## src/rtl/krtra_pkg.sv

```systemverilog
// Shared widths, field positions, reset values and state codes for the training access port.
// Assumes both ends and the interface compile after this package.
package krtra_pkg;

    localparam int ADDR_W        = 21;
    localparam int DEV_FIELD_MSB = 20;
    localparam int DEV_FIELD_LSB = 16;
    localparam int DATA_W        = 16;
    localparam int CFG_ADDR_W    = 16;
    localparam int MGMT_DEPTH    = 16;

    localparam logic [DATA_W-1:0] MGMT_RESET_VALUE = 16'h0000;
    localparam logic [DATA_W-1:0] DATA_ZERO        = 16'h0000;
    localparam logic [CFG_ADDR_W-1:0] CFG_ADDR_ZERO = 16'h0000;
    localparam logic [ADDR_W-1:0] ACCESS_ADDR_ZERO = 21'h00_0000;
    localparam logic [DEV_FIELD_MSB-DEV_FIELD_LSB:0] DEV_FIELD_ZERO = 5'h00;

    // Device end sequencing, one-hot.
    typedef enum logic [5:0] {
        KRTRA_IDLE     = 6'b00_0001,
        KRTRA_MGMT     = 6'b00_0010,
        KRTRA_REQUEST  = 6'b00_0100,
        KRTRA_STROBE   = 6'b00_1000,
        KRTRA_WAIT_RDY = 6'b01_0000,
        KRTRA_ACK      = 6'b10_0000
    } krtra_state_t;

    // Training side sequencing, one-hot.
    typedef enum logic [3:0] {
        KRTRA_T_IDLE   = 4'b0001,
        KRTRA_T_ISSUE  = 4'b0010,
        KRTRA_T_WAIT   = 4'b0100,
        KRTRA_T_RETURN = 4'b1000
    } krtra_trn_state_t;

endpackage

```

## src/rtl/krtra_if.sv

```systemverilog
// Link between the device end and the training algorithm with its configuration-port arbiter.
// Assumes one clock for both parties; the testbench supplies it and joins the two ends.
`timescale 1ns/1ns
interface krtra_if (
    input wire logic sys_clk
);
    // Training access port.
    logic                               access_trigger;
    logic [krtra_pkg::ADDR_W-1:0]       access_addr;
    logic                               access_read;
    logic [krtra_pkg::DATA_W-1:0]       access_write_value;
    logic                               core_reg_select;
    logic                               xcvr_cfg_select;
    logic [krtra_pkg::DATA_W-1:0]       access_read_value;
    logic                               read_done;
    logic                               write_done;
    // Arbitration.
    logic                               cfg_request;
    logic                               cfg_grant;
    // Core-side configuration bus.
    logic [krtra_pkg::CFG_ADDR_W-1:0]   core_side_cfg_address;
    logic                               core_side_cfg_strobe;
    logic [krtra_pkg::DATA_W-1:0]       core_side_cfg_write_value;
    logic                               core_side_cfg_write_strobe;
    logic [krtra_pkg::DATA_W-1:0]       core_side_cfg_read_value;
    logic                               core_side_cfg_ready;
    // User-side configuration bus.
    logic [krtra_pkg::CFG_ADDR_W-1:0]   user_side_cfg_address;
    logic                               user_side_cfg_strobe;
    logic [krtra_pkg::DATA_W-1:0]       user_side_cfg_write_value;
    logic                               user_side_cfg_write_strobe;
    logic [krtra_pkg::DATA_W-1:0]       user_side_cfg_read_value;
    logic                               user_side_cfg_ready;

    modport device (
        input  access_trigger, access_addr, access_read, access_write_value,
        input  core_reg_select, xcvr_cfg_select,
        output access_read_value, read_done, write_done,
        output cfg_request,
        input  cfg_grant,
        output core_side_cfg_address, core_side_cfg_strobe,
        output core_side_cfg_write_value, core_side_cfg_write_strobe,
        input  core_side_cfg_read_value, core_side_cfg_ready,
        input  user_side_cfg_address, user_side_cfg_strobe,
        input  user_side_cfg_write_value, user_side_cfg_write_strobe,
        output user_side_cfg_read_value, user_side_cfg_ready
    );

    modport trainer (
        output access_trigger, access_addr, access_read, access_write_value,
        output core_reg_select, xcvr_cfg_select,
        input  access_read_value, read_done, write_done,
        input  cfg_request,
        output cfg_grant,
        input  core_side_cfg_address, core_side_cfg_strobe,
        input  core_side_cfg_write_value, core_side_cfg_write_strobe,
        output core_side_cfg_read_value, core_side_cfg_ready,
        output user_side_cfg_address, user_side_cfg_strobe,
        output user_side_cfg_write_value, user_side_cfg_write_strobe,
        input  user_side_cfg_read_value, user_side_cfg_ready
    );
endinterface

```

## src/rtl/krtra_device_end.sv

```systemverilog
// Device end of the training access port: management register bank and configuration bridge.
// Assumes one clock shared with the training logic and a transceiver port on the same clock.
`timescale 1ns/1ns
module krtra_device_end #(
    parameter bit BACKPLANE_BUILD = 1'b1,
    parameter bit HAS_MGMT_IF     = 1'b1,
    parameter int MGMT_DEPTH      = krtra_pkg::MGMT_DEPTH
) (
    // Clock and reset.
    input  wire logic                               sys_clk,
    input  wire logic                               srst,
    // Link to the training logic and arbiter.
    krtra_if.device                                 link,
    // Transceiver configuration port.
    output logic [krtra_pkg::CFG_ADDR_W-1:0]        xcvr_cfg_address,
    output logic                                    xcvr_cfg_strobe,
    output logic [krtra_pkg::DATA_W-1:0]            xcvr_cfg_write_value,
    output logic                                    xcvr_cfg_write_strobe,
    input  wire logic [krtra_pkg::DATA_W-1:0]       xcvr_cfg_read_value,
    input  wire logic                               xcvr_cfg_ready,
    // Management register space seen by the rest of the core.
    output logic [krtra_pkg::DATA_W*MGMT_DEPTH-1:0] mgmt_contents,
    output logic [4:0]                              last_device_address_field
);
    localparam int IDX_W = $clog2(MGMT_DEPTH);

    // Reads index the bank directly, so every index value must name a word.
    if (MGMT_DEPTH < 2 || MGMT_DEPTH > 65536
        || (MGMT_DEPTH & (MGMT_DEPTH - 1)) != 0) begin : g_depth_check
        $error("MGMT_DEPTH must be a power of two from 2 to 65536");
    end

    krtra_pkg::krtra_state_t state;
    krtra_pkg::krtra_state_t next_state;

    logic                                trigger_prev;
    logic                                is_read;
    logic [krtra_pkg::ADDR_W-1:0]        addr_held;
    logic [krtra_pkg::DATA_W-1:0]        wdata_held;
    logic [krtra_pkg::DATA_W-1:0]        mgmt_mem [MGMT_DEPTH];

    // The detector starts low, so a trigger already high at release counts as a rise.
    // A level held high never starts a second access.
    wire trigger_rise = link.access_trigger & ~trigger_prev;
    // Without a management interface the core select is ignored.
    wire core_hit     = link.core_reg_select & HAS_MGMT_IF;
    // Transceiver routing yields to the core select only when the management interface is built.
    wire xcvr_hit     = link.xcvr_cfg_select & ~core_hit;
    wire start        = BACKPLANE_BUILD & trigger_rise & (core_hit | xcvr_hit);
    wire [IDX_W-1:0] mgmt_index = addr_held[IDX_W-1:0];
    // A ready that comes with no access pending is ignored by the sequencer.
    wire cfg_done     = link.core_side_cfg_ready;

    always_comb begin
        next_state = state;
        case (state)
            krtra_pkg::KRTRA_IDLE: begin
                if (start && core_hit) begin
                    next_state = krtra_pkg::KRTRA_MGMT;
                end else if (start) begin
                    next_state = krtra_pkg::KRTRA_REQUEST;
                end
            end
            krtra_pkg::KRTRA_MGMT:     next_state = krtra_pkg::KRTRA_ACK;
            krtra_pkg::KRTRA_REQUEST: begin
                if (link.cfg_grant) begin
                    next_state = krtra_pkg::KRTRA_STROBE;
                end
            end
            krtra_pkg::KRTRA_STROBE:   next_state = krtra_pkg::KRTRA_WAIT_RDY;
            krtra_pkg::KRTRA_WAIT_RDY: begin
                if (cfg_done) begin
                    next_state = krtra_pkg::KRTRA_ACK;
                end
            end
            krtra_pkg::KRTRA_ACK:      next_state = krtra_pkg::KRTRA_IDLE;
            default:                   next_state = krtra_pkg::KRTRA_IDLE;
        endcase
    end

    always_ff @(posedge sys_clk) begin
        if (srst) begin
            state                     <= krtra_pkg::KRTRA_IDLE;
            trigger_prev              <= 1'b0;
            is_read                   <= 1'b0;
            addr_held                 <= krtra_pkg::ACCESS_ADDR_ZERO;
            wdata_held                <= krtra_pkg::DATA_ZERO;
            last_device_address_field <= krtra_pkg::DEV_FIELD_ZERO;
        end else begin
            state        <= next_state;
            trigger_prev <= link.access_trigger;
            if (state == krtra_pkg::KRTRA_IDLE && start) begin
                is_read    <= link.access_read;
                addr_held  <= link.access_addr;
                wdata_held <= link.access_write_value;
                last_device_address_field <=
                    link.access_addr[krtra_pkg::DEV_FIELD_MSB:krtra_pkg::DEV_FIELD_LSB];
            end
        end
    end

    // Management register bank; a write lands two cycles after the trigger edge, at the end of KRTRA_MGMT.
    // Only the low address bits pick a word; the device field is recorded, not decoded.
    genvar gi;
    generate
        for (gi = 0; gi < MGMT_DEPTH; gi++) begin : g_mgmt
            always_ff @(posedge sys_clk) begin
                if (srst) begin
                    mgmt_mem[gi] <= krtra_pkg::MGMT_RESET_VALUE;
                end else if (state == krtra_pkg::KRTRA_MGMT && !is_read
                             && mgmt_index == IDX_W'(gi)) begin
                    mgmt_mem[gi] <= wdata_held;
                end
            end
            assign mgmt_contents[gi*krtra_pkg::DATA_W +: krtra_pkg::DATA_W] = mgmt_mem[gi];
        end
    endgenerate

    // Answer to the training logic: value held, acknowledges pulse once.
    // The held value changes only when a read completes, never on a write.
    always_ff @(posedge sys_clk) begin
        if (srst) begin
            link.access_read_value <= krtra_pkg::DATA_ZERO;
            link.read_done         <= 1'b0;
            link.write_done        <= 1'b0;
        end else begin
            link.read_done  <= 1'b0;
            link.write_done <= 1'b0;
            if (state == krtra_pkg::KRTRA_MGMT && is_read) begin
                link.access_read_value <= mgmt_mem[mgmt_index];
            end
            if (state == krtra_pkg::KRTRA_WAIT_RDY && cfg_done && is_read) begin
                link.access_read_value <= link.core_side_cfg_read_value;
            end
            if (state == krtra_pkg::KRTRA_ACK) begin
                link.read_done  <= is_read;
                link.write_done <= ~is_read;
            end
        end
    end

    // Core-side configuration bus toward the arbiter.
    // Strobes launch from next_state so they leave in the cycle after grant is seen.
    wire strobe_now = next_state == krtra_pkg::KRTRA_STROBE;

    always_ff @(posedge sys_clk) begin
        if (srst) begin
            link.cfg_request                <= 1'b0;
            link.core_side_cfg_address      <= krtra_pkg::CFG_ADDR_ZERO;
            link.core_side_cfg_strobe       <= 1'b0;
            link.core_side_cfg_write_value  <= krtra_pkg::DATA_ZERO;
            link.core_side_cfg_write_strobe <= 1'b0;
        end else begin
            // Request stays up from the trigger until the ready returns.
            link.cfg_request <= next_state == krtra_pkg::KRTRA_REQUEST
                              || next_state == krtra_pkg::KRTRA_STROBE
                              || next_state == krtra_pkg::KRTRA_WAIT_RDY;
            link.core_side_cfg_strobe       <= strobe_now;
            link.core_side_cfg_write_strobe <= strobe_now & ~is_read;
            if (strobe_now) begin
                link.core_side_cfg_address     <= addr_held[krtra_pkg::CFG_ADDR_W-1:0];
                link.core_side_cfg_write_value <= wdata_held;
            end
        end
    end

    // User-side bus is re-timed once in each direction on its way through.
    // This costs two cycles per access but keeps every transceiver pin on a flop.
    always_ff @(posedge sys_clk) begin
        if (srst) begin
            xcvr_cfg_address              <= krtra_pkg::CFG_ADDR_ZERO;
            xcvr_cfg_strobe               <= 1'b0;
            xcvr_cfg_write_value          <= krtra_pkg::DATA_ZERO;
            xcvr_cfg_write_strobe         <= 1'b0;
            link.user_side_cfg_read_value <= krtra_pkg::DATA_ZERO;
            link.user_side_cfg_ready      <= 1'b0;
        end else begin
            xcvr_cfg_address              <= link.user_side_cfg_address;
            xcvr_cfg_strobe               <= link.user_side_cfg_strobe;
            xcvr_cfg_write_value          <= link.user_side_cfg_write_value;
            xcvr_cfg_write_strobe         <= link.user_side_cfg_write_strobe;
            link.user_side_cfg_read_value <= xcvr_cfg_read_value;
            link.user_side_cfg_ready      <= xcvr_cfg_ready;
        end
    end
endmodule

```

## src/flat_wrapper.sv

```systemverilog
// flat-port wrapper written by rule: the top's interface ports become plain ports
module krtra_device_end_flat 
#(
    parameter bit BACKPLANE_BUILD = 1'b1,
    parameter bit HAS_MGMT_IF     = 1'b1,
    parameter int MGMT_DEPTH      = krtra_pkg::MGMT_DEPTH
)
  (sys_clk, srst, xcvr_cfg_address, xcvr_cfg_strobe, xcvr_cfg_write_value, xcvr_cfg_write_strobe, xcvr_cfg_read_value, xcvr_cfg_ready, mgmt_contents, last_device_address_field, link_access_trigger, link_access_addr, link_access_read, link_access_write_value, link_core_reg_select, link_xcvr_cfg_select, link_access_read_value, link_read_done, link_write_done, link_cfg_request, link_cfg_grant, link_core_side_cfg_address, link_core_side_cfg_strobe, link_core_side_cfg_write_value, link_core_side_cfg_write_strobe, link_core_side_cfg_read_value, link_core_side_cfg_ready, link_user_side_cfg_address, link_user_side_cfg_strobe, link_user_side_cfg_write_value, link_user_side_cfg_write_strobe, link_user_side_cfg_read_value, link_user_side_cfg_ready);
  krtra_if link_i (.sys_clk(sys_clk));
  input  wire logic sys_clk;
  input  wire logic srst;
  output logic [krtra_pkg::CFG_ADDR_W-1:0] xcvr_cfg_address;
  output logic xcvr_cfg_strobe;
  output logic [krtra_pkg::DATA_W-1:0] xcvr_cfg_write_value;
  output logic xcvr_cfg_write_strobe;
  input  wire logic [krtra_pkg::DATA_W-1:0] xcvr_cfg_read_value;
  input  wire logic xcvr_cfg_ready;
  output logic [krtra_pkg::DATA_W*MGMT_DEPTH-1:0] mgmt_contents;
  output logic [4:0] last_device_address_field;
  input wire logic [$bits(link_i.access_trigger)-1:0] link_access_trigger;
  input wire logic [$bits(link_i.access_addr)-1:0] link_access_addr;
  input wire logic [$bits(link_i.access_read)-1:0] link_access_read;
  input wire logic [$bits(link_i.access_write_value)-1:0] link_access_write_value;
  input wire logic [$bits(link_i.core_reg_select)-1:0] link_core_reg_select;
  input wire logic [$bits(link_i.xcvr_cfg_select)-1:0] link_xcvr_cfg_select;
  output wire logic [$bits(link_i.access_read_value)-1:0] link_access_read_value;
  output wire logic [$bits(link_i.read_done)-1:0] link_read_done;
  output wire logic [$bits(link_i.write_done)-1:0] link_write_done;
  output wire logic [$bits(link_i.cfg_request)-1:0] link_cfg_request;
  input wire logic [$bits(link_i.cfg_grant)-1:0] link_cfg_grant;
  output wire logic [$bits(link_i.core_side_cfg_address)-1:0] link_core_side_cfg_address;
  output wire logic [$bits(link_i.core_side_cfg_strobe)-1:0] link_core_side_cfg_strobe;
  output wire logic [$bits(link_i.core_side_cfg_write_value)-1:0] link_core_side_cfg_write_value;
  output wire logic [$bits(link_i.core_side_cfg_write_strobe)-1:0] link_core_side_cfg_write_strobe;
  input wire logic [$bits(link_i.core_side_cfg_read_value)-1:0] link_core_side_cfg_read_value;
  input wire logic [$bits(link_i.core_side_cfg_ready)-1:0] link_core_side_cfg_ready;
  input wire logic [$bits(link_i.user_side_cfg_address)-1:0] link_user_side_cfg_address;
  input wire logic [$bits(link_i.user_side_cfg_strobe)-1:0] link_user_side_cfg_strobe;
  input wire logic [$bits(link_i.user_side_cfg_write_value)-1:0] link_user_side_cfg_write_value;
  input wire logic [$bits(link_i.user_side_cfg_write_strobe)-1:0] link_user_side_cfg_write_strobe;
  output wire logic [$bits(link_i.user_side_cfg_read_value)-1:0] link_user_side_cfg_read_value;
  output wire logic [$bits(link_i.user_side_cfg_ready)-1:0] link_user_side_cfg_ready;
  assign link_i.access_trigger = link_access_trigger;
  assign link_i.access_addr = link_access_addr;
  assign link_i.access_read = link_access_read;
  assign link_i.access_write_value = link_access_write_value;
  assign link_i.core_reg_select = link_core_reg_select;
  assign link_i.xcvr_cfg_select = link_xcvr_cfg_select;
  assign link_access_read_value = link_i.access_read_value;
  assign link_read_done = link_i.read_done;
  assign link_write_done = link_i.write_done;
  assign link_cfg_request = link_i.cfg_request;
  assign link_i.cfg_grant = link_cfg_grant;
  assign link_core_side_cfg_address = link_i.core_side_cfg_address;
  assign link_core_side_cfg_strobe = link_i.core_side_cfg_strobe;
  assign link_core_side_cfg_write_value = link_i.core_side_cfg_write_value;
  assign link_core_side_cfg_write_strobe = link_i.core_side_cfg_write_strobe;
  assign link_i.core_side_cfg_read_value = link_core_side_cfg_read_value;
  assign link_i.core_side_cfg_ready = link_core_side_cfg_ready;
  assign link_i.user_side_cfg_address = link_user_side_cfg_address;
  assign link_i.user_side_cfg_strobe = link_user_side_cfg_strobe;
  assign link_i.user_side_cfg_write_value = link_user_side_cfg_write_value;
  assign link_i.user_side_cfg_write_strobe = link_user_side_cfg_write_strobe;
  assign link_user_side_cfg_read_value = link_i.user_side_cfg_read_value;
  assign link_user_side_cfg_ready = link_i.user_side_cfg_ready;
  krtra_device_end #(.BACKPLANE_BUILD(BACKPLANE_BUILD), .HAS_MGMT_IF(HAS_MGMT_IF), .MGMT_DEPTH(MGMT_DEPTH)) u_core (.sys_clk(sys_clk), .srst(srst), .link(link_i), .xcvr_cfg_address(xcvr_cfg_address), .xcvr_cfg_strobe(xcvr_cfg_strobe), .xcvr_cfg_write_value(xcvr_cfg_write_value), .xcvr_cfg_write_strobe(xcvr_cfg_write_strobe), .xcvr_cfg_read_value(xcvr_cfg_read_value), .xcvr_cfg_ready(xcvr_cfg_ready), .mgmt_contents(mgmt_contents), .last_device_address_field(last_device_address_field));
endmodule
```

## config.mk

```make
export PLATFORM = sky130hd
export DESIGN_NAME = krtra_device_end_flat
export DESIGN_NICKNAME = d
export VERILOG_FILES = /design/src/rtl/krtra_pkg.sv /design/src/rtl/krtra_if.sv /design/src/rtl/krtra_device_end.sv /design/src/flat_wrapper.sv
export SDC_FILE = /design/constraint.sdc
export NUM_CORES = 1
export LEC_CHECK = 0
export ABC_AREA = 1
export BUFFER_PORTS_ARGS = -buffer_cell sky130_fd_sc_hd__buf_2
export CORE_UTILIZATION = 45
export DETAILED_ROUTE_END_ITERATION = 7
export GPL_ROUTABILITY_DRIVEN = 0
export HOLD_SLACK_MARGIN = 0.1
export PLACE_DENSITY = 0.7
export SLEW_MARGIN = 10
export SYNTH_ARGS = -nofsm -noshare
export SYNTH_HDL_FRONTEND = slang
export SYNTH_SLANG_ARGS = --single-unit
```

## constraint.sdc

```tcl
create_clock -name sys_clk -period 5.6 [get_ports sys_clk]
set_input_delay 0.56 -clock sys_clk [delete_from_list [all_inputs] [get_ports sys_clk]]
set_output_delay 0.56 -clock sys_clk [all_outputs]
set_load 0.02 [all_outputs]
```

==> out/qor.txt <==
Vias in the first global route - 14,000
Standby leakage power - 9.92 nW
Clk Latency, worst-skew pair - 0.58 ns
Mapped Cells - 1,960
Vias - 15,300
CORE AREA - 0.0377 mm²
CTS tree - done
Worst Path Required - 6.01 ns
P&R area growth vs syn - 24.5%
Die width - 197 µm
Worst slew pin tran - 1.13 ns
Post-CTS Setup Repair Bufs - 0
Synthesized area - 0.0172 mm²
Ordered cell list for the critical path - inv_4 > buf_4 > nand2_1 > nand3_1 > nand3_1 > nand3_1 > nand3_1 > nand2_1 > a21oi_1
All-Layer GR Usage - 30.4%
Antenna Nets Post-Route - 0
Clk sink count - 409
Arrival time of the worst setup path - 3.21 ns
Pin count of the biggest net entering global routing - 78
Vias/cell - 5.23
CP top delay family - buffers and inverters
DRT Pass-1 Iters - 5
Worst Path Buf+Inv - 2
Startpoint Class - register
H-tree depth - 2
Synth top area share - 44.7%
Wire per inst - 20.8 µm
Worst-path clk slew - 0.06 ns
Peak VDD IR - 0.000232 V
Die Ht - 197 µm
I/O pins - 477
Top cell by count, worst path - nand3_1
HP Class - input pin to register
Period utilization - 50.1%
Antenna diodes - 0
Post-route minimum period - 2.80 ns
Final wirelength - 60.9 mm
Commonest non-fill, non-tap cells in the layout - buf_2, nand2_1, nor2_1, edfxtp_1, inv_1
CTS Buf Count - 44
Mapped Avg Cell Area - 8.77 µm²
Power per cell area - 351 mW/mm²
Synth unique cells - 23
# port buffers - 476
Seq/Total Area, Yosys - 62.6%
Area of the die - 0.0390 mm²
Synth area leader - edfxtp_1
Drc violations - 0
Num rows - 71
Initial antenna violation count - 1
Proportion of layout cells with a drive suffix above 1 - 24.6%
DRT iter0 DRCs - 1,805
WS Path Type - register to register
Max cap viols - 0
Setup WS pre-CTS - 2.65 ns
Run status - complete, no violations
Setup TNS - 0 ns
Root Driver - clkbuf_16
Gates resized, CTS repair - 0
First-pass GRT wire length - 86.8 mm
RSZ-0062 raised after global routing - no
Layout net count - 2,495
Detailed Place HPWL - 43.5 mm
Fmax - 357 MHz
Clock Path Buffers - 3
Most common cell after layout, fill and taps aside - buf_2
Worst-path fanout max - 76
Pins over their slew limit - 0
CP endpoint kind - register
Relative slew slack - 24.5%
Critical-path top delay cell - inv_4
GRT overflow - 0
Synth warn - 0
Max incr delay on CP - 0.70 ns
Setup Viol. Count Final - 0
Setup WS post-layout - 2.80 ns
Synth top area cells - edfxtp_1, dfxtp_1, nand2_1, nor2_1, nand3_1
Net Count, Synth - 2,072
Setup Skew - 0.0190 ns
Post-CTS Hold Fix Bufs - 0
Fillers - 3,469
Initial Utilization - 45.6%
Hold slack - 0.191 ns
Synthesized flop and latch total - 409
Hold Fails Final Rpt - 0
==> routing by layer <==
metal  track usage [%]  wire, µm
met5                 0         0
met4              12.6      2330
met3              5.02      5970
met2              49.1     28900
met1              40.7     23800
==> cell type report <==
type | count | area [µm²] | area share, %
sequential | 409 | 10800 | 50.3
multi-input combinational | 1207 | 5110 | 23.9
timing repair buffer | 497 | 2540 | 11.9
clock buffer | 51 | 1140 | 5.32
inverter | 224 | 843 | 3.94
tap | 511 | 639 | 2.99
clock inverter | 30 | 364 | 1.70
==> report_power, final <==
part | internal (mW) | total [mW] | switching, mW
Clock | 1.83 | 3.06 | 1.23
Sequential | 3.32 | 3.43 | 0.101
Combinational | 0.255 | 1.01 | 0.756
Total | 5.41 | 7.50 | 2.09
==> synth_stat cells (all sizes together) <==
master    n
dfxtp   153
o211ai    1
nand4     2
nand3   197
nor3     10
clkinv   17
nor2    418
a21oi    56
buf      34
a31oi     1
o21ai    88
edfxtp  256
inv     207
nand2   434
clkbuf   86
==> path summary, 6_finish.rpt <==
check                                                start                                             to  slack, ns  cells after the start
max                                               register  u_core.link.access_read_value[7]$_SDFFE_PP0P_       2.80                      9
min                        link_user_side_cfg_write_strobe        u_core.xcvr_cfg_write_strobe$_SDFF_PP0_       0.19                      3
max reg2reg                                       register  u_core.link.access_read_value[7]$_SDFFE_PP0P_       2.80                      9
min reg2reg  u_core.link.access_read_value[1]$_SDFFE_PP0P_  u_core.link.access_read_value[1]$_SDFFE_PP0P_       0.46                      2
==> worst reg2reg max path, stage by stage, from the launching register on <==
cell	delay, ns
dfxtp_4	0.52
inv_4	0.72
buf_4	0.61
nand2_1	0.18
nand3_1	0.11
nand3_1	0.10
nand3_1	0.10
nand3_1	0.15
nand2_1	0.11
a21oi_1	0.06
==> sequential cells by signal, indices dropped and copies added (netlist names), named ones only <==
signal	flops
u_core.link.access_read_value	16
u_core.link.read_done	1
u_core.mgmt_mem	256
u_core.state	6
u_core.link.core_side_cfg_address	16
u_core.link.core_side_cfg_write_strobe	1
u_core.xcvr_cfg_address	16
u_core.xcvr_cfg_write_value	16
u_core.last_device_address_field	5
u_core.link.user_side_cfg_read_value	16
u_core.link.user_side_cfg_ready	1
u_core.trigger_prev	1
u_core.link.core_side_cfg_strobe	1
u_core.link.core_side_cfg_write_value	16
u_core.is_read	1
u_core.link.cfg_request	1
u_core.xcvr_cfg_write_strobe	1
u_core.addr_held	16
u_core.link.write_done	1
u_core.xcvr_cfg_strobe	1
u_core.wdata_held	16
==> through the flow <==
stage               total power [mW]  util, %  cell area, µm²  std cells
floorplan                       4.07        -           17200       1960
global placement                4.47     52.8           19900       2848
detailed placement              4.49     52.8           19900       2848
CTS                             7.50     56.8           21400       2929
global route                    7.72     56.8           21400       2929
finish                          7.50     56.8           21400       2929
==> kinds of logic (layout without fill, tap and decap cells) <==
family                 count (synthesis)  in the layout  synth area share [%]
AND/OR/NAND/NOR                     1061           1061                  25.4
buffers and inverters                344            802                  7.81
AO/OA/AOI/OAI                        146            146                  4.27
flip-flops                           409            409                  62.6
No activity file was read; power rests on OpenSTA's default activity.
